===== config.mk =====
export PLATFORM = sky130hd
export DESIGN_NAME = pma_alert
export DESIGN_NICKNAME = d
export VERILOG_FILES = /design/src/pma_pkg.sv /design/src/pma_alert.sv
export SDC_FILE = /design/constraint.sdc
export NUM_CORES = 1
export LEC_CHECK = 0
export BUFFER_PORTS_ARGS = -buffer_cell sky130_fd_sc_hd__buf_2
export CAP_MARGIN = 5
export CORE_ASPECT_RATIO = 1.25
export CORE_UTILIZATION = 42
export DETAILED_ROUTE_END_ITERATION = 10
export PLACE_DENSITY = 0.68
export SYNTH_ARGS = -nofsm -noshare
export SYNTH_HDL_FRONTEND = slang
export SYNTH_SLANG_ARGS = --single-unit

===== constraint.sdc =====
create_clock -name clk_i -period 4.3 [get_ports clk_i]
set_input_delay 0.645 -clock clk_i [delete_from_list [all_inputs] [get_ports clk_i]]
set_output_delay 0.645 -clock clk_i [all_outputs]
set_load 0.01 [all_outputs]

===== src/pma_pkg.sv =====
// Purpose: shared constants and types for the power monitor alert logic
// Assumes: 250 MHz system clock, classic wishbone register access
// Notes: register word offsets are byte addresses
package pma_pkg;
  localparam int unsigned CLK_MHZ = 250;
  localparam int unsigned SETTLE_US = 300;
  localparam int unsigned SETTLE_CYC = SETTLE_US * CLK_MHZ;
  localparam int unsigned TICK_DIV = 250;

  localparam logic [7:0] OFS_CONFIG = 8'h00;
  localparam logic [7:0] OFS_ADC_CONFIG = 8'h04;
  localparam logic [7:0] OFS_DIAG = 8'h08;
  localparam logic [7:0] OFS_CUR_LOW = 8'h0c;
  localparam logic [7:0] OFS_CUR_HIGH = 8'h10;
  localparam logic [7:0] OFS_BUS_HIGH = 8'h14;
  localparam logic [7:0] OFS_BUS_LOW = 8'h18;
  localparam logic [7:0] OFS_TEMP_HIGH = 8'h1c;
  localparam logic [7:0] OFS_PWR_HIGH = 8'h20;
  localparam logic [7:0] OFS_ELAPSED = 8'h24;

  localparam logic [15:0] RST_CUR_LOW = 16'h8000;
  localparam logic [15:0] RST_CUR_HIGH = 16'h7fff;
  localparam logic [15:0] RST_BUS_HIGH = 16'h7fff;
  localparam logic [15:0] RST_BUS_LOW = 16'h0000;
  localparam logic [15:0] RST_TEMP_HIGH = 16'hffff;
  localparam logic [15:0] RST_PWR_HIGH = 16'h7fff;

  // diagnostic register bit positions, and the config register reset bit
  localparam int unsigned B_LATCH = 15;
  localparam int unsigned B_RDYEN = 14;
  localparam int unsigned B_AVG = 13;
  localparam int unsigned B_POL = 12;
  localparam int unsigned B_ENOF = 11;
  localparam int unsigned B_CHOF = 10;
  localparam int unsigned B_ARITH_OVERFLOW_FLAG = 9;
  localparam int unsigned B_MEMOK = 8;
  localparam int unsigned B_CURLO = 7;
  localparam int unsigned B_CURHI = 6;
  localparam int unsigned B_BUSHI = 5;
  localparam int unsigned B_BUSLO = 4;
  localparam int unsigned B_TMPHI = 3;
  localparam int unsigned B_PWRHI = 2;
  localparam int unsigned B_RDY = 1;
  localparam int unsigned B_RESET = 15;

  typedef enum logic [1:0] {
    MODE_SHUTDOWN = 2'b00,
    MODE_TRIGGERED = 2'b01,
    MODE_CONTINUOUS = 2'b10
  } pma_mode_t;

  typedef enum logic [1:0] {
    ST_SETTLE = 2'b00,
    ST_IDLE = 2'b01,
    ST_CONV = 2'b10
  } pma_state_t;

  typedef struct packed {
    logic [15:0] current;
    logic [15:0] bus;
    logic [15:0] temp;
    logic [15:0] power;
  } pma_result_t;

  typedef struct packed {
    logic energy_of;
    logic charge_of;
    logic math_of;
    logic mem_ok;
  } pma_health_t;
endpackage


===== src/pma_alert.sv =====
// Purpose: limit comparison, diagnostic flags, alert pin, mode sequencing
// Assumes: wishbone classic slave, results and health flags from the engine
// Notes: ack comes one cycle after request, held one cycle
// Behaviour
// RL1: results treated unsettled for 300 us; limit flags still update, only conversion start waits
// RL2: oscillator clocks conversions and elapsed count
// RL3: compare each result against its limit
// RL4: each diagnostic has flag and threshold
// RL5: thresholds reset to documented default values
// RL6: diagnostic register shows cause and configuration
// RL7: latch holds alert after conditions clear
// RL8: diagnostic read releases latched alert
// RL9: ready enable asserts alert on completion
// RL10: ready flag set on every conversion
// RL11: averaged compare uses averaged results only
// RL12: open drain alert, polarity bit inverts
// RL13: overflow and memory flags never alert
// RL14: arithmetic overflow sets its flag
// RL15: memory flag reads one when intact
// RL16: separate energy and charge overflow flags
// RL17: registers usable while in shutdown
// RL18: shutdown held until conversion command
// RL19: triggered conversion returns to shutdown
// RL20: power-on reset restores all defaults
// RL21: reset bit restores register defaults
// RL22: ready flag cleared by config write, diag read; only a converter config write of a non-shutdown mode or a reset-bit config write clears it
// RL23: unlatched alert follows active diagnostics
// RL24: controller reads diagnostics after each alert
`timescale 1ns/1ps
`default_nettype none
// register map, byte offsets on the wishbone port
// 0x00 config: bit 15 restores register defaults
// 0x04 converter config: mode in bits 1:0
//   0 shutdown, 1 triggered, 2 continuous, 3 read as continuous
// 0x08 diagnostic status and alert configuration
//   15 alert_latch_enable (rw)
//   14 ready_alert_enable (rw)
//   13 averaged_compare_enable (rw)
//   12 alert_polarity_select (rw)
//   11 energy_overflow_flag, sticky until diagnostic read
//   10 charge_overflow_flag, sticky until diagnostic read
//   9 arith_overflow_flag, sticky until diagnostic read
//   8 trim_memory_ok_flag, follows the engine level
//   7 current_low_flag
//   6 current_high_flag
//   5 bus_high_flag
//   4 bus_low_flag
//   3 temp_high_flag
//   2 power_high_flag
//   1 ready_status_flag
// 0x0c current_low_threshold, signed
// 0x10 current high threshold, signed
// 0x14 bus_high_threshold, positive only
// 0x18 bus_low_threshold, positive only
// 0x1c temperature threshold, positive only
// 0x20 power_high_threshold, signed
// 0x24 elapsed microseconds, counted in continuous mode only
// limit flags follow the latest valid result set, in any mode
// a diagnostic read in the same cycle as an event
//   loses to the event, so no flag or latch is missed
// ack is registered: one cycle after the request, one cycle wide
// the alert pin only ever pulls low; alert_o is tied to zero
module pma_alert #(
  parameter int unsigned SETTLE_CYCLES = pma_pkg::SETTLE_CYC
) (
  input wire logic clk_i,
  input wire logic rst_i,
  input wire logic wb_cyc_i,
  input wire logic wb_stb_i,
  input wire logic wb_we_i,
  input wire logic [7:0] wb_adr_i,
  input wire logic [3:0] wb_sel_i,
  input wire logic [31:0] wb_dat_i,
  output logic [31:0] wb_dat_o,
  output logic wb_ack_o,
  input wire pma_pkg::pma_result_t sample_i,
  input wire pma_pkg::pma_result_t average_i,
  input wire logic sample_valid_i,
  input wire logic average_valid_i,
  input wire pma_pkg::pma_health_t health_i,
  output logic conv_start_o,
  output logic conv_run_o,
  output logic result_settled_o,
  output logic time_tick_o,
  output logic alert_oe_o,
  output logic alert_o
);
  import pma_pkg::*;

  logic [15:0] thr_reg [6];
  logic [15:0] thr_next [6];
  logic [5:0] ctl_reg, ctl_next;          // latch, rdyen, avg, pol
  pma_mode_t mode_reg, mode_next;
  pma_state_t st_reg, st_next;
  logic [31:0] cnt_reg, cnt_next;
  logic [7:0] div_reg, div_next;
  logic [31:0] elapsed_reg, elapsed_next;
  logic [5:0] lim_reg, lim_next;
  logic [3:0] hl_reg, hl_next;
  logic rdy_reg, rdy_next;
  logic rdy_evt_reg, rdy_evt_next;
  logic latched_reg, latched_next;
  logic alert_reg, alert_next;
  logic ack_reg, ack_next;
  logic [31:0] dat_reg, dat_next;
  logic start_reg, start_next;
  logic tick_reg, tick_next;

  logic req, wr, rd, diag_rd, cfg_wr, soft_rst, done, cmp_valid, alert_raw;
  pma_result_t cmp;
  logic [5:0] over;

  assign req = wb_cyc_i && wb_stb_i && !ack_reg;
  assign wr = req && wb_we_i && wb_sel_i[1:0] == 2'b11;
  assign rd = req && !wb_we_i;
  assign diag_rd = rd && wb_adr_i == OFS_DIAG;
  assign cfg_wr = wr && wb_adr_i == OFS_ADC_CONFIG;
  assign soft_rst = wr && wb_adr_i == OFS_CONFIG && wb_dat_i[B_RESET];  // [RL21]
  assign done = st_reg == ST_CONV && (ctl_reg[3] ? average_valid_i : sample_valid_i);

  // averaged compare takes only the averaged results [RL11]
  assign cmp = ctl_reg[3] ? average_i : sample_i;
  assign cmp_valid = ctl_reg[3] ? average_valid_i : sample_valid_i;

  // signed limits; bus and temperature thresholds are positive-only [RL3] [RL4]
  always_comb begin
    over[5] = $signed(cmp.current) < $signed(thr_reg[0]);
    over[4] = $signed(cmp.current) > $signed(thr_reg[1]);
    over[3] = cmp.bus > thr_reg[2];
    over[2] = cmp.bus < thr_reg[3];
    over[1] = cmp.temp > thr_reg[4];
    over[0] = $signed(cmp.power) > $signed(thr_reg[5]);
  end

  // health flags stay out of the alert term [RL13] [RL23] [RL9]
  assign alert_raw = (|lim_next) || (ctl_reg[4] && rdy_evt_next);

  always_comb begin
    for (int i = 0; i < 6; i++) begin
      thr_next[i] = thr_reg[i];
    end
    ctl_next = ctl_reg;
    mode_next = mode_reg;
    st_next = st_reg;
    cnt_next = cnt_reg;
    div_next = div_reg;
    elapsed_next = elapsed_reg;
    lim_next = lim_reg;
    hl_next = hl_reg;
    rdy_next = rdy_reg;
    rdy_evt_next = 1'b0;
    latched_next = latched_reg;
    start_next = 1'b0;
    tick_next = 1'b0;
    ack_next = req;
    dat_next = 32'h0;

    // time base for conversions and elapsed count [RL2]
    if (div_reg == 8'(TICK_DIV - 1)) begin
      div_next = 8'h00;
      tick_next = 1'b1;
      if (mode_reg == MODE_CONTINUOUS && st_reg == ST_CONV) begin
        elapsed_next = elapsed_reg + 32'h1;
      end
    end else begin
      div_next = div_reg + 8'h01;
    end

    // bus reads work in every mode, shutdown included [RL17]
    if (rd) begin
      if (wb_adr_i == OFS_ADC_CONFIG) begin
        dat_next = {30'h0, mode_reg};
      end else if (wb_adr_i == OFS_DIAG) begin
        dat_next = {16'h0, ctl_reg[5:2], hl_reg, lim_reg, rdy_reg, 1'b0};  // [RL6]
      end else if (wb_adr_i == OFS_CUR_LOW) begin
        dat_next = {16'h0, thr_reg[0]};
      end else if (wb_adr_i == OFS_CUR_HIGH) begin
        dat_next = {16'h0, thr_reg[1]};
      end else if (wb_adr_i == OFS_BUS_HIGH) begin
        dat_next = {16'h0, thr_reg[2]};
      end else if (wb_adr_i == OFS_BUS_LOW) begin
        dat_next = {16'h0, thr_reg[3]};
      end else if (wb_adr_i == OFS_TEMP_HIGH) begin
        dat_next = {16'h0, thr_reg[4]};
      end else if (wb_adr_i == OFS_PWR_HIGH) begin
        dat_next = {16'h0, thr_reg[5]};
      end else if (wb_adr_i == OFS_ELAPSED) begin
        dat_next = elapsed_reg;
      end else begin
        dat_next = 32'h0;
      end
    end

    if (wr) begin
      if (wb_adr_i == OFS_DIAG) begin
        ctl_next = {wb_dat_i[B_LATCH], wb_dat_i[B_RDYEN], wb_dat_i[B_AVG],
                    wb_dat_i[B_POL], 2'b00};
      end else if (wb_adr_i == OFS_CUR_LOW) begin
        thr_next[0] = wb_dat_i[15:0];  // [RL4]
      end else if (wb_adr_i == OFS_CUR_HIGH) begin
        thr_next[1] = wb_dat_i[15:0];
      end else if (wb_adr_i == OFS_BUS_HIGH) begin
        thr_next[2] = wb_dat_i[15:0];
      end else if (wb_adr_i == OFS_BUS_LOW) begin
        thr_next[3] = wb_dat_i[15:0];
      end else if (wb_adr_i == OFS_TEMP_HIGH) begin
        thr_next[4] = wb_dat_i[15:0];
      end else if (wb_adr_i == OFS_PWR_HIGH) begin
        thr_next[5] = wb_dat_i[15:0];
      end
    end

    // conversion sequencing
    case (st_reg)
      ST_SETTLE: begin
        // conversion start held off until oscillator and converter settle; limit flags still update [RL1]
        if (cnt_reg >= SETTLE_CYCLES - 1) begin
          st_next = ST_IDLE;
        end else begin
          cnt_next = cnt_reg + 32'h1;
        end
      end
      ST_IDLE: begin
        // shutdown holds until a conversion command [RL18]
        if (mode_reg != MODE_SHUTDOWN) begin
          st_next = ST_CONV;
          start_next = 1'b1;
        end
      end
      ST_CONV: begin
        if (done) begin
          rdy_evt_next = 1'b1;
          if (mode_reg == MODE_TRIGGERED) begin
            mode_next = MODE_SHUTDOWN;  // [RL19]
            st_next = ST_IDLE;
          end else begin
            start_next = 1'b1;
          end
        end else if (mode_reg == MODE_SHUTDOWN) begin
          st_next = ST_IDLE;
        end
      end
      default: st_next = ST_IDLE;
    endcase

    // a mode write aborts any conversion in progress; a non-shutdown mode starts a new one
    if (cfg_wr) begin
      mode_next = pma_mode_t'(wb_wdat_mode(wb_dat_i));
      if (st_reg != ST_SETTLE) begin
        st_next = ST_IDLE;
      end
    end

    if (cmp_valid) begin
      lim_next = over;  // [RL3]
    end
    // overflow flags set by events, sticky until diag read; set wins [RL14] [RL16]
    hl_next[3] = health_i.energy_of || (hl_reg[3] && !diag_rd);
    hl_next[2] = health_i.charge_of || (hl_reg[2] && !diag_rd);
    hl_next[1] = health_i.math_of || (hl_reg[1] && !diag_rd);
    hl_next[0] = health_i.mem_ok;  // [RL15]

    // ready flag set on every completion, set wins over clear [RL10] [RL22]
    if (rdy_evt_next) begin
      rdy_next = 1'b1;
    end else if (diag_rd || (cfg_wr && wb_dat_i[1:0] != MODE_SHUTDOWN)) begin
      rdy_next = 1'b0;
    end

    // latch holds alert until diagnostic read [RL7] [RL8]
    if (alert_raw && ctl_reg[5]) begin
      latched_next = 1'b1;
    end else if (diag_rd || !ctl_reg[5]) begin
      latched_next = 1'b0;
    end

    // soft reset restores register defaults [RL21]
    if (soft_rst) begin
      thr_next[0] = RST_CUR_LOW;
      thr_next[1] = RST_CUR_HIGH;
      thr_next[2] = RST_BUS_HIGH;
      thr_next[3] = RST_BUS_LOW;
      thr_next[4] = RST_TEMP_HIGH;
      thr_next[5] = RST_PWR_HIGH;
      ctl_next = 6'h00;
      mode_next = MODE_SHUTDOWN;
      st_next = (st_reg == ST_SETTLE) ? ST_SETTLE : ST_IDLE;
      lim_next = 6'h00;
      hl_next[3:1] = 3'b000;
      rdy_next = 1'b0;
      latched_next = 1'b0;
      elapsed_next = 32'h0;
    end
  end

  function automatic logic [1:0] wb_wdat_mode(input logic [31:0] d);
    wb_wdat_mode = (d[1:0] == 2'b11) ? 2'b10 : d[1:0];
  endfunction

  // asserted level is internal; pin pulled low when active-low asserts [RL12]
  always_comb begin
    alert_next = alert_raw || latched_next;  // [RL23]
  end

  // all state back to defaults on reset [RL20]
  always_ff @(posedge clk_i) begin
    if (rst_i) begin
      thr_reg[0] <= RST_CUR_LOW;  // [RL5]
      thr_reg[1] <= RST_CUR_HIGH;
      thr_reg[2] <= RST_BUS_HIGH;
      thr_reg[3] <= RST_BUS_LOW;
      thr_reg[4] <= RST_TEMP_HIGH;
      thr_reg[5] <= RST_PWR_HIGH;
      ctl_reg <= 6'h00;
      mode_reg <= MODE_SHUTDOWN;
      st_reg <= ST_SETTLE;
      cnt_reg <= 32'h0;
      div_reg <= 8'h00;
      elapsed_reg <= 32'h0;
      lim_reg <= 6'h00;
      hl_reg <= 4'h0;
      rdy_reg <= 1'b0;
      rdy_evt_reg <= 1'b0;
      latched_reg <= 1'b0;
      alert_reg <= 1'b0;
      ack_reg <= 1'b0;
      dat_reg <= 32'h0;
      start_reg <= 1'b0;
      tick_reg <= 1'b0;
    end else begin
      for (int i = 0; i < 6; i++) begin
        thr_reg[i] <= thr_next[i];
      end
      ctl_reg <= ctl_next;
      mode_reg <= mode_next;
      st_reg <= st_next;
      cnt_reg <= cnt_next;
      div_reg <= div_next;
      elapsed_reg <= elapsed_next;
      lim_reg <= lim_next;
      hl_reg <= hl_next;
      rdy_reg <= rdy_next;
      rdy_evt_reg <= rdy_evt_next;
      latched_reg <= latched_next;
      alert_reg <= alert_next;
      ack_reg <= ack_next;
      dat_reg <= dat_next;
      start_reg <= start_next;
      tick_reg <= tick_next;
    end
  end

  // open drain: enable low drive when asserted and active-low, else when idle with pol [RL12]
  logic oe_reg;
  always_ff @(posedge clk_i) begin
    if (rst_i) begin
      oe_reg <= 1'b0;
    end else begin
      oe_reg <= alert_next ^ ctl_next[2];
    end
  end

  assign wb_ack_o = ack_reg;
  assign wb_dat_o = dat_reg;
  assign conv_start_o = start_reg;
  assign time_tick_o = tick_reg;
  assign alert_o = 1'b0;
  assign alert_oe_o = oe_reg;
  assign conv_run_o = rdy_evt_reg;
  assign result_settled_o = alert_reg;
endmodule
`default_nettype wire


==> results of run 1 <==
## cell type report
| cell class | count | area (um^2) | area share |
|---|---|---|---|
| repair buffers | 222 | 1190 | 0.0828 |
| flip-flops and latches | 226 | 4530 | 0.316 |
| well taps | 355 | 444 | 0.0310 |
| inverters | 109 | 409 | 0.0286 |
| multi-input cells | 1009 | 7000 | 0.489 |
| diodes | 1 | 2.50 | 0.000175 |
| clock buffers | 36 | 697 | 0.0486 |
| clock inverters | 6 | 60.1 | 0.00419 |
## worst max-delay path: cells and delay by family, from the launching register on
kind	cells	cell delay (ns)
simple gates	4	0.78
buf+inv	1	0.31
compound gates	4	1.24
flops	1	0.76
mux	1	0.38
fa+ha+maj	1	0.30
## synth_stat cells (4+ instances only)
library cell,count
a221oi_1,20
o211ai_1,64
o21ai_0,28
and4_1,4
a222oi_1,15
nand2b_1,5
nor3_1,16
nor4_1,11
ha_1,102
mux2i_1,26
or3_1,14
a211oi_1,13
nor2b_1,20
and3_1,23
nand3_1,33
inv_1,109
or4_1,5
mux2_2,75
nor2_1,95
clkbuf_1,64
buf_1,6
a21oi_1,101
xor2_1,30
a21o_1,9
nand4_1,30
and2_1,20
dfxtp_1,226
xnor2_1,14
nand2_1,187
nand3b_1,5
## final timing paths
check                                from                endpoint  slack (ns)  cells after the start
setup reg to reg  ctl_reg[3]$_SDFFE_PP0P_   alert_oe_o$_SDFF_PP0_        0.42                     11
hold reg to reg    latched_reg$_SDFF_PP0_  latched_reg$_SDFF_PP0_        0.46                      2
hold / removal                health_i[1]    hl_reg[1]$_SDFF_PP0_        0.33                      3
setup / recovery  ctl_reg[3]$_SDFFE_PP0P_   alert_oe_o$_SDFF_PP0_        0.42                     11
## per-layer routing
metal | GRT usage | up-vias
met2 | 0.411 | 364
met4 | 0.118 | 0
met3 | 0.0254 | 82
met1 | 0.290 | 5016
met5 | 0 | -
li1 | - | 5370
## stage by stage
step                       util  std cells
after floorplan               -       1419
after global placement    0.476       1921
after detailed placement  0.476       1921
after CTS                 0.503       1963
after global routing      0.503       1964
final                     0.503       1964
## power groups by stage
| stage | Combinational, mW | Clock, mW | Sequential, mW |
|---|---|---|---|
| final | 0.386 | 2.01 | 2.13 |
| after global routing | 0.425 | 2.13 | 2.13 |
| after CTS | 0.385 | 2.05 | 2.13 |
| after detailed placement | 0.382 | 0 | 2.17 |
| after global placement | 0.374 | 0 | 2.17 |
| after floorplan | 0.214 | 0 | 2.17 |
## kinds of logic (layout without fill, tap and decap cells)
logic type	after synthesis	in the layout	synth area share
simple gates	477	477	0.187
other cells	1	2	0.000307
compound gates	282	282	0.156
mux	103	103	0.0925
xor+xnor	44	44	0.0316
fa+ha+maj	102	102	0.105
buf+inv	184	373	0.0577
flops	226	226	0.371
==> reports/results.tsv, run 1 <==
metric	value	unit
#FFs+latches synth	226	
count of final setup violators	0	
vias in the first global route	10400	
largest cells by area after synthesis	dfxtp_1 37%, ha_1 10%, mux2_2 6.9%, nand2_1 5.7%, a21oi_1 4.1%	
Ports	222	
relative slew slack	0.381	
DIE AREA	29800	um^2
Final Cell Area	14300	um^2
number of CTS-inserted buffers	24	
most common cell after layout, fill and taps aside	dfxtp_1	
clock buffer depth	3	
Top FF cell, synth	dfxtp_1	
Sequential Power Share	0.470	
# hold bufs at CTS	0	
Cell Rows	69	
first-pass GRT wire length	55000	um
Max IR drop VDD	258	uV
Die Y	193	um
Max Transition Viols Final	0	
Area Overhead vs Synth	17.3	%
Post-Synthesis Cells	1419	
DP Worst Slack	0.445	ns
number of library cell types mapped by synthesis	67	
Yosys warnings	0	
antenna violation net count after detailed routing	0	
Seq/Total Area, Yosys	0.371	
Final nets	1877	
setup tns final	0	ns
Largest register FFs	96	
classification of the worst-slack hold path	in -> reg	
Critical Path Sink Type	flop	
hold_ws	0.333	ns
Hold Vio Cnt, Final	0	
Avg Synthesized Cell Area	8.60	um^2
crit-path cells	buf_4, mux2_2, ha_1, a21oi_1, o21ai_0, or4_1, a211oi_1, nor3_2, nand3_1, nor4_1, a211o_1	
final WL	35200	um
Iter 0 DRT Violations	871	
initial core utilization	0.429	
sw frac	0.237	
TritonCTS clock tree	yes	
clock latency on the worst-skew pair	0.52	ns
RSZ-0062 raised after global routing	false	
Crit path arrival time	4.29	ns
Clk pwr share	0.445	
Pwr Total	4.52	mW
worst endpoint required time	4.71	ns
fmax	257	MHz
initial antenna violation count	1	
part of the cycle the worst path needs	0.903	
leakage power	6.21	nW
top sig layer	met4	
Pint	3.45	mW
min cycle time layout	3.88	ns
placed cell area	13600	um^2
total track usage	0.236	
Layout Skew	0.0125	ns
CP max stage cell	dfxtp_4	
Sink Count	226	
Net Switching	1.07	mW
Avg Vias per Cell	5.52	
Crit Path Max Fanout	42	
GPL Wtd Cong	0.916	
Die W	154	um
share of layout cells above drive strength 1	0.217	
Met1 Wirelength	14800	um
pin count of the biggest net entering global routing	62	
WL per Instance	17.9	um
Filler cells	2687	
Mapped Nets	1704	
Synth async-reset ratio	0	
area share of the largest cell type after synthesis	0.371	
Setup Fix Bufs, Post-CTS	0	
Worst-Margin Slew	0.921	ns
DRC	0	
CTS Root Cell	clkbuf_16	
dominant cell type by area after synthesis	dfxtp_1	
post-cts resize count	0	
Worst setup SP type	flop	
via count	10800	
CTS H-tree lvls	1	
Post-synth EDFFs	0	
total grt overflow	0	
commonest non-fill, non-tap cells in the layout	225 x dfxtp_1, 202 x buf_2, 186 x nand2_1, 109 x inv_1, 102 x ha_1	
metal2 WL	16800	um
HPWL Detailed	27100	um
Pre-Repair DR Iteration Count	6	
Power per Cell Area	316	nW/um^2
setup ws final	0.415	ns
Buffers on Ports	202	
core area	28500	um^2
Comb power frac	0.085	
Max-cap violations	0	
CP max stage delay	0.76	ns
met3 WL	1920	um
Clock Pin Slew Worst Setup and Hold Paths	0.06	ns
WS Path Type	reg -> reg	
post-synthesis cell area	12200	um^2
status	finished, final reports clean	
Power figures use the tool's default switching activity.
==> run 2: changes to the inputs <==
==> constraint.sdc (replaced) <==
create_clock -name clk_i -period 4.15 [get_ports clk_i]
set_input_delay 0.6225 -clock clk_i [delete_from_list [all_inputs] [get_ports clk_i]]
set_output_delay 0.6225 -clock clk_i [all_outputs]
set_load 0.01 [all_outputs]
==> run 2 against run 1 <==
Cell count stayed put; via count up 1.4%; flip-flop and latch count stayed put; largest cell class unchanged; clock power grew 11%; combinational power rose by 4%; total power increased by 6.9%; largest power group is now clock; setup slack worse by 0.038 ns; wire length up 1.7%; global-route usage rose by 0.47 points; critical path depth is 1 lower; first-iteration DRC count is 4.9% lower; critical path type unchanged; utilization increased by 0.18 points.
==> reports/results.tsv, run 2 (synthesis results as in run 1) <==
metric	value	unit	change
status	finished, final reports clean		
hold_ws	0.320	ns	-0.0129 ns
RSZ-0062 raised after global routing	false		
Placed Cells	1921		unchanged
Ports	222		unchanged
most common cell after layout, fill and taps aside	dfxtp_1		
Max IR drop VDD	252	uV	-2.2%
placed cell area	13600	um^2	unchanged
Crit path buffers/inverters	0		-1
Die Y	193	um	unchanged
Crit Path Max Fanout	37		-12%
Layout Skew	0.0133	ns	+0.000779 ns
final core occ	0.505		+0.00180
clock buffer depth	3		unchanged
setup tns final	0	ns	unchanged
initial core utilization	0.429		unchanged
Max Transition Viols Final	0		unchanged
min cycle time layout	3.77	ns	-0.112 ns
Worst setup SP type	flop		
# hold bufs at CTS	0		unchanged
Power per Cell Area	336	nW/um^2	+6.5%
Largest register FFs	96		unchanged
antenna violation net count after detailed routing	0		unchanged
count of final setup violators	0		unchanged
CTS H-tree lvls	1		unchanged
classification of the worst-slack hold path	in -> reg		
Avg Vias per Cell	5.59		+1.4%
Max-cap violations	0		unchanged
R2R Setup Slk	0.38	ns	-0.04 ns
DP Worst Slack	0.344	ns	-0.101 ns
Cell Rows	69		unchanged
Final Cell Area	14400	um^2	+0.36%
WL per Instance	18.2	um	+1.7%
post-cts resize count	0		unchanged
initial antenna violation count	0		-1
GPL Wtd Cong	0.924		+0.90%
number of CTS-inserted buffers	25		+4.2%
CP max stage cell	dfxtp_4		
DRC	0		unchanged
final WL	35800	um	+1.7%
Die W	154	um	unchanged
Hold Vio Cnt, Final	0		unchanged
Register-to-Register Path Depth	10		-1
DIE AREA	29800	um^2	unchanged
Pwr Total	4.83	mW	+6.9%
TritonCTS clock tree	yes		
core area	28500	um^2	unchanged
leakage power	6.24	nW	+0.46%
Buffers on Ports	202		unchanged
hold depth	3		unchanged
WS Path Type	reg -> reg		
multi-input logic area	7000	um^2	unchanged
total grt overflow	0		unchanged
CP max stage delay	0.70	ns	-0.06 ns
Iter 0 DRT Violations	828		-4.9%
delay-heaviest family, CP	compound AO/OA/AOI/OAI gates		
Pre-Repair DR Iteration Count	6		unchanged
register area	4530	um^2	unchanged
part of the cycle the worst path needs	0.909		+0.00563
Setup Fix Bufs, Post-CTS	0		unchanged
Clock Pin Slew Worst Setup and Hold Paths	0.07	ns	about the same
worst endpoint required time	4.56	ns	-0.15 ns
total track usage	0.241		+0.00474
Filler cells	2676		-0.41%
first-pass GRT wire length	56100	um	+1.9%
share of layout cells above drive strength 1	0.220		+0.00249
vias in the first global route	10700		+3.0%
commonest non-fill, non-tap cells in the layout	225 x dfxtp_1, 202 x buf_2, 186 x nand2_1, 109 x inv_1, 102 x ha_1		
relative slew slack	0.241		-0.140
clock latency on the worst-skew pair	0.52	ns	about the same
via count	11000		+1.4%
pin count of the biggest net entering global routing	77		+24%
Critical Path Sink Type	flop		
crit-path cells	mux2_2, ha_1, and4b_1, a211o_1, a221oi_1, mux2_1, a221oi_1, nand3_1, and3_1, a211o_1		
fmax	265	MHz	+3.0%
critical path depth	10		-1
HPWL Detailed	27100	um	+0.12%
Worst-Margin Slew	1.13	ns	+0.212 ns
Sink Count	226		unchanged
CTS Root Cell	clkbuf_16		
setup ws final	0.378	ns	-0.0379 ns
Area Overhead vs Synth	17.8	%	
Crit path arrival time	4.18	ns	-0.11 ns
Final nets	1878		+0.053%
Non-Filler Instances	1964		unchanged
==> run 2: changes by cell type in the layout (fill, tap and decap cells not counted) <==
| cell | delta |
|---|---|
| clkbuf_8 | +2 |
| bufinv_16 | +1 |
| inv_6 | +1 |
| clkbuf_1 | -4 |
==> run 2: final timing paths <==
path / to / from
worst max-delay path: alert_oe_o$_SDFF_PP0_ / ctl_reg[3]$_SDFFE_PP0P_
worst max register to register: alert_oe_o$_SDFF_PP0_ / ctl_reg[3]$_SDFFE_PP0P_
worst min register to register: latched_reg$_SDFF_PP0_ / latched_reg$_SDFF_PP0_
worst min-delay path: hl_reg[1]$_SDFF_PP0_ / health_i[1]
==> run 2: worst register-to-register path: stages, from the launching register on <==
cell,delay [ns]
dfxtp_4,0.70
mux2_2,0.44
ha_1,0.31
and4b_1,0.21
a211o_1,0.30
a221oi_1,0.32
mux2_1,0.41
a221oi_1,0.33
nand3_1,0.19
and3_1,0.22
a211o_1,0.22
==> run 2: report_power, final <==
group	switching, mW	internal (mW)
Clock	0.914	1.31
Sequential	0.0169	2.19
Combinational	0.228	0.174
==> run 2: area by class of cell <==
type,count,share of cell area
Tap cell,355,0.0309
Clock buffer,34,0.0493
Inverter,109,0.0285
Sequential cell,226,0.315
Timing Repair Buffer,222,0.0825
Antenna cell,1,0.000174
Multi-Input combinational cell,1009,0.487
Clock inverter,8,0.00687
==> run 2: per-layer routing <==
layer / share of wire / global-route usage
met2: 0.48 / 0.429
met1: 0.41 / 0.284
met5: 0 / 0
met4: 0.050 / 0.126
met3: 0.056 / 0.0290
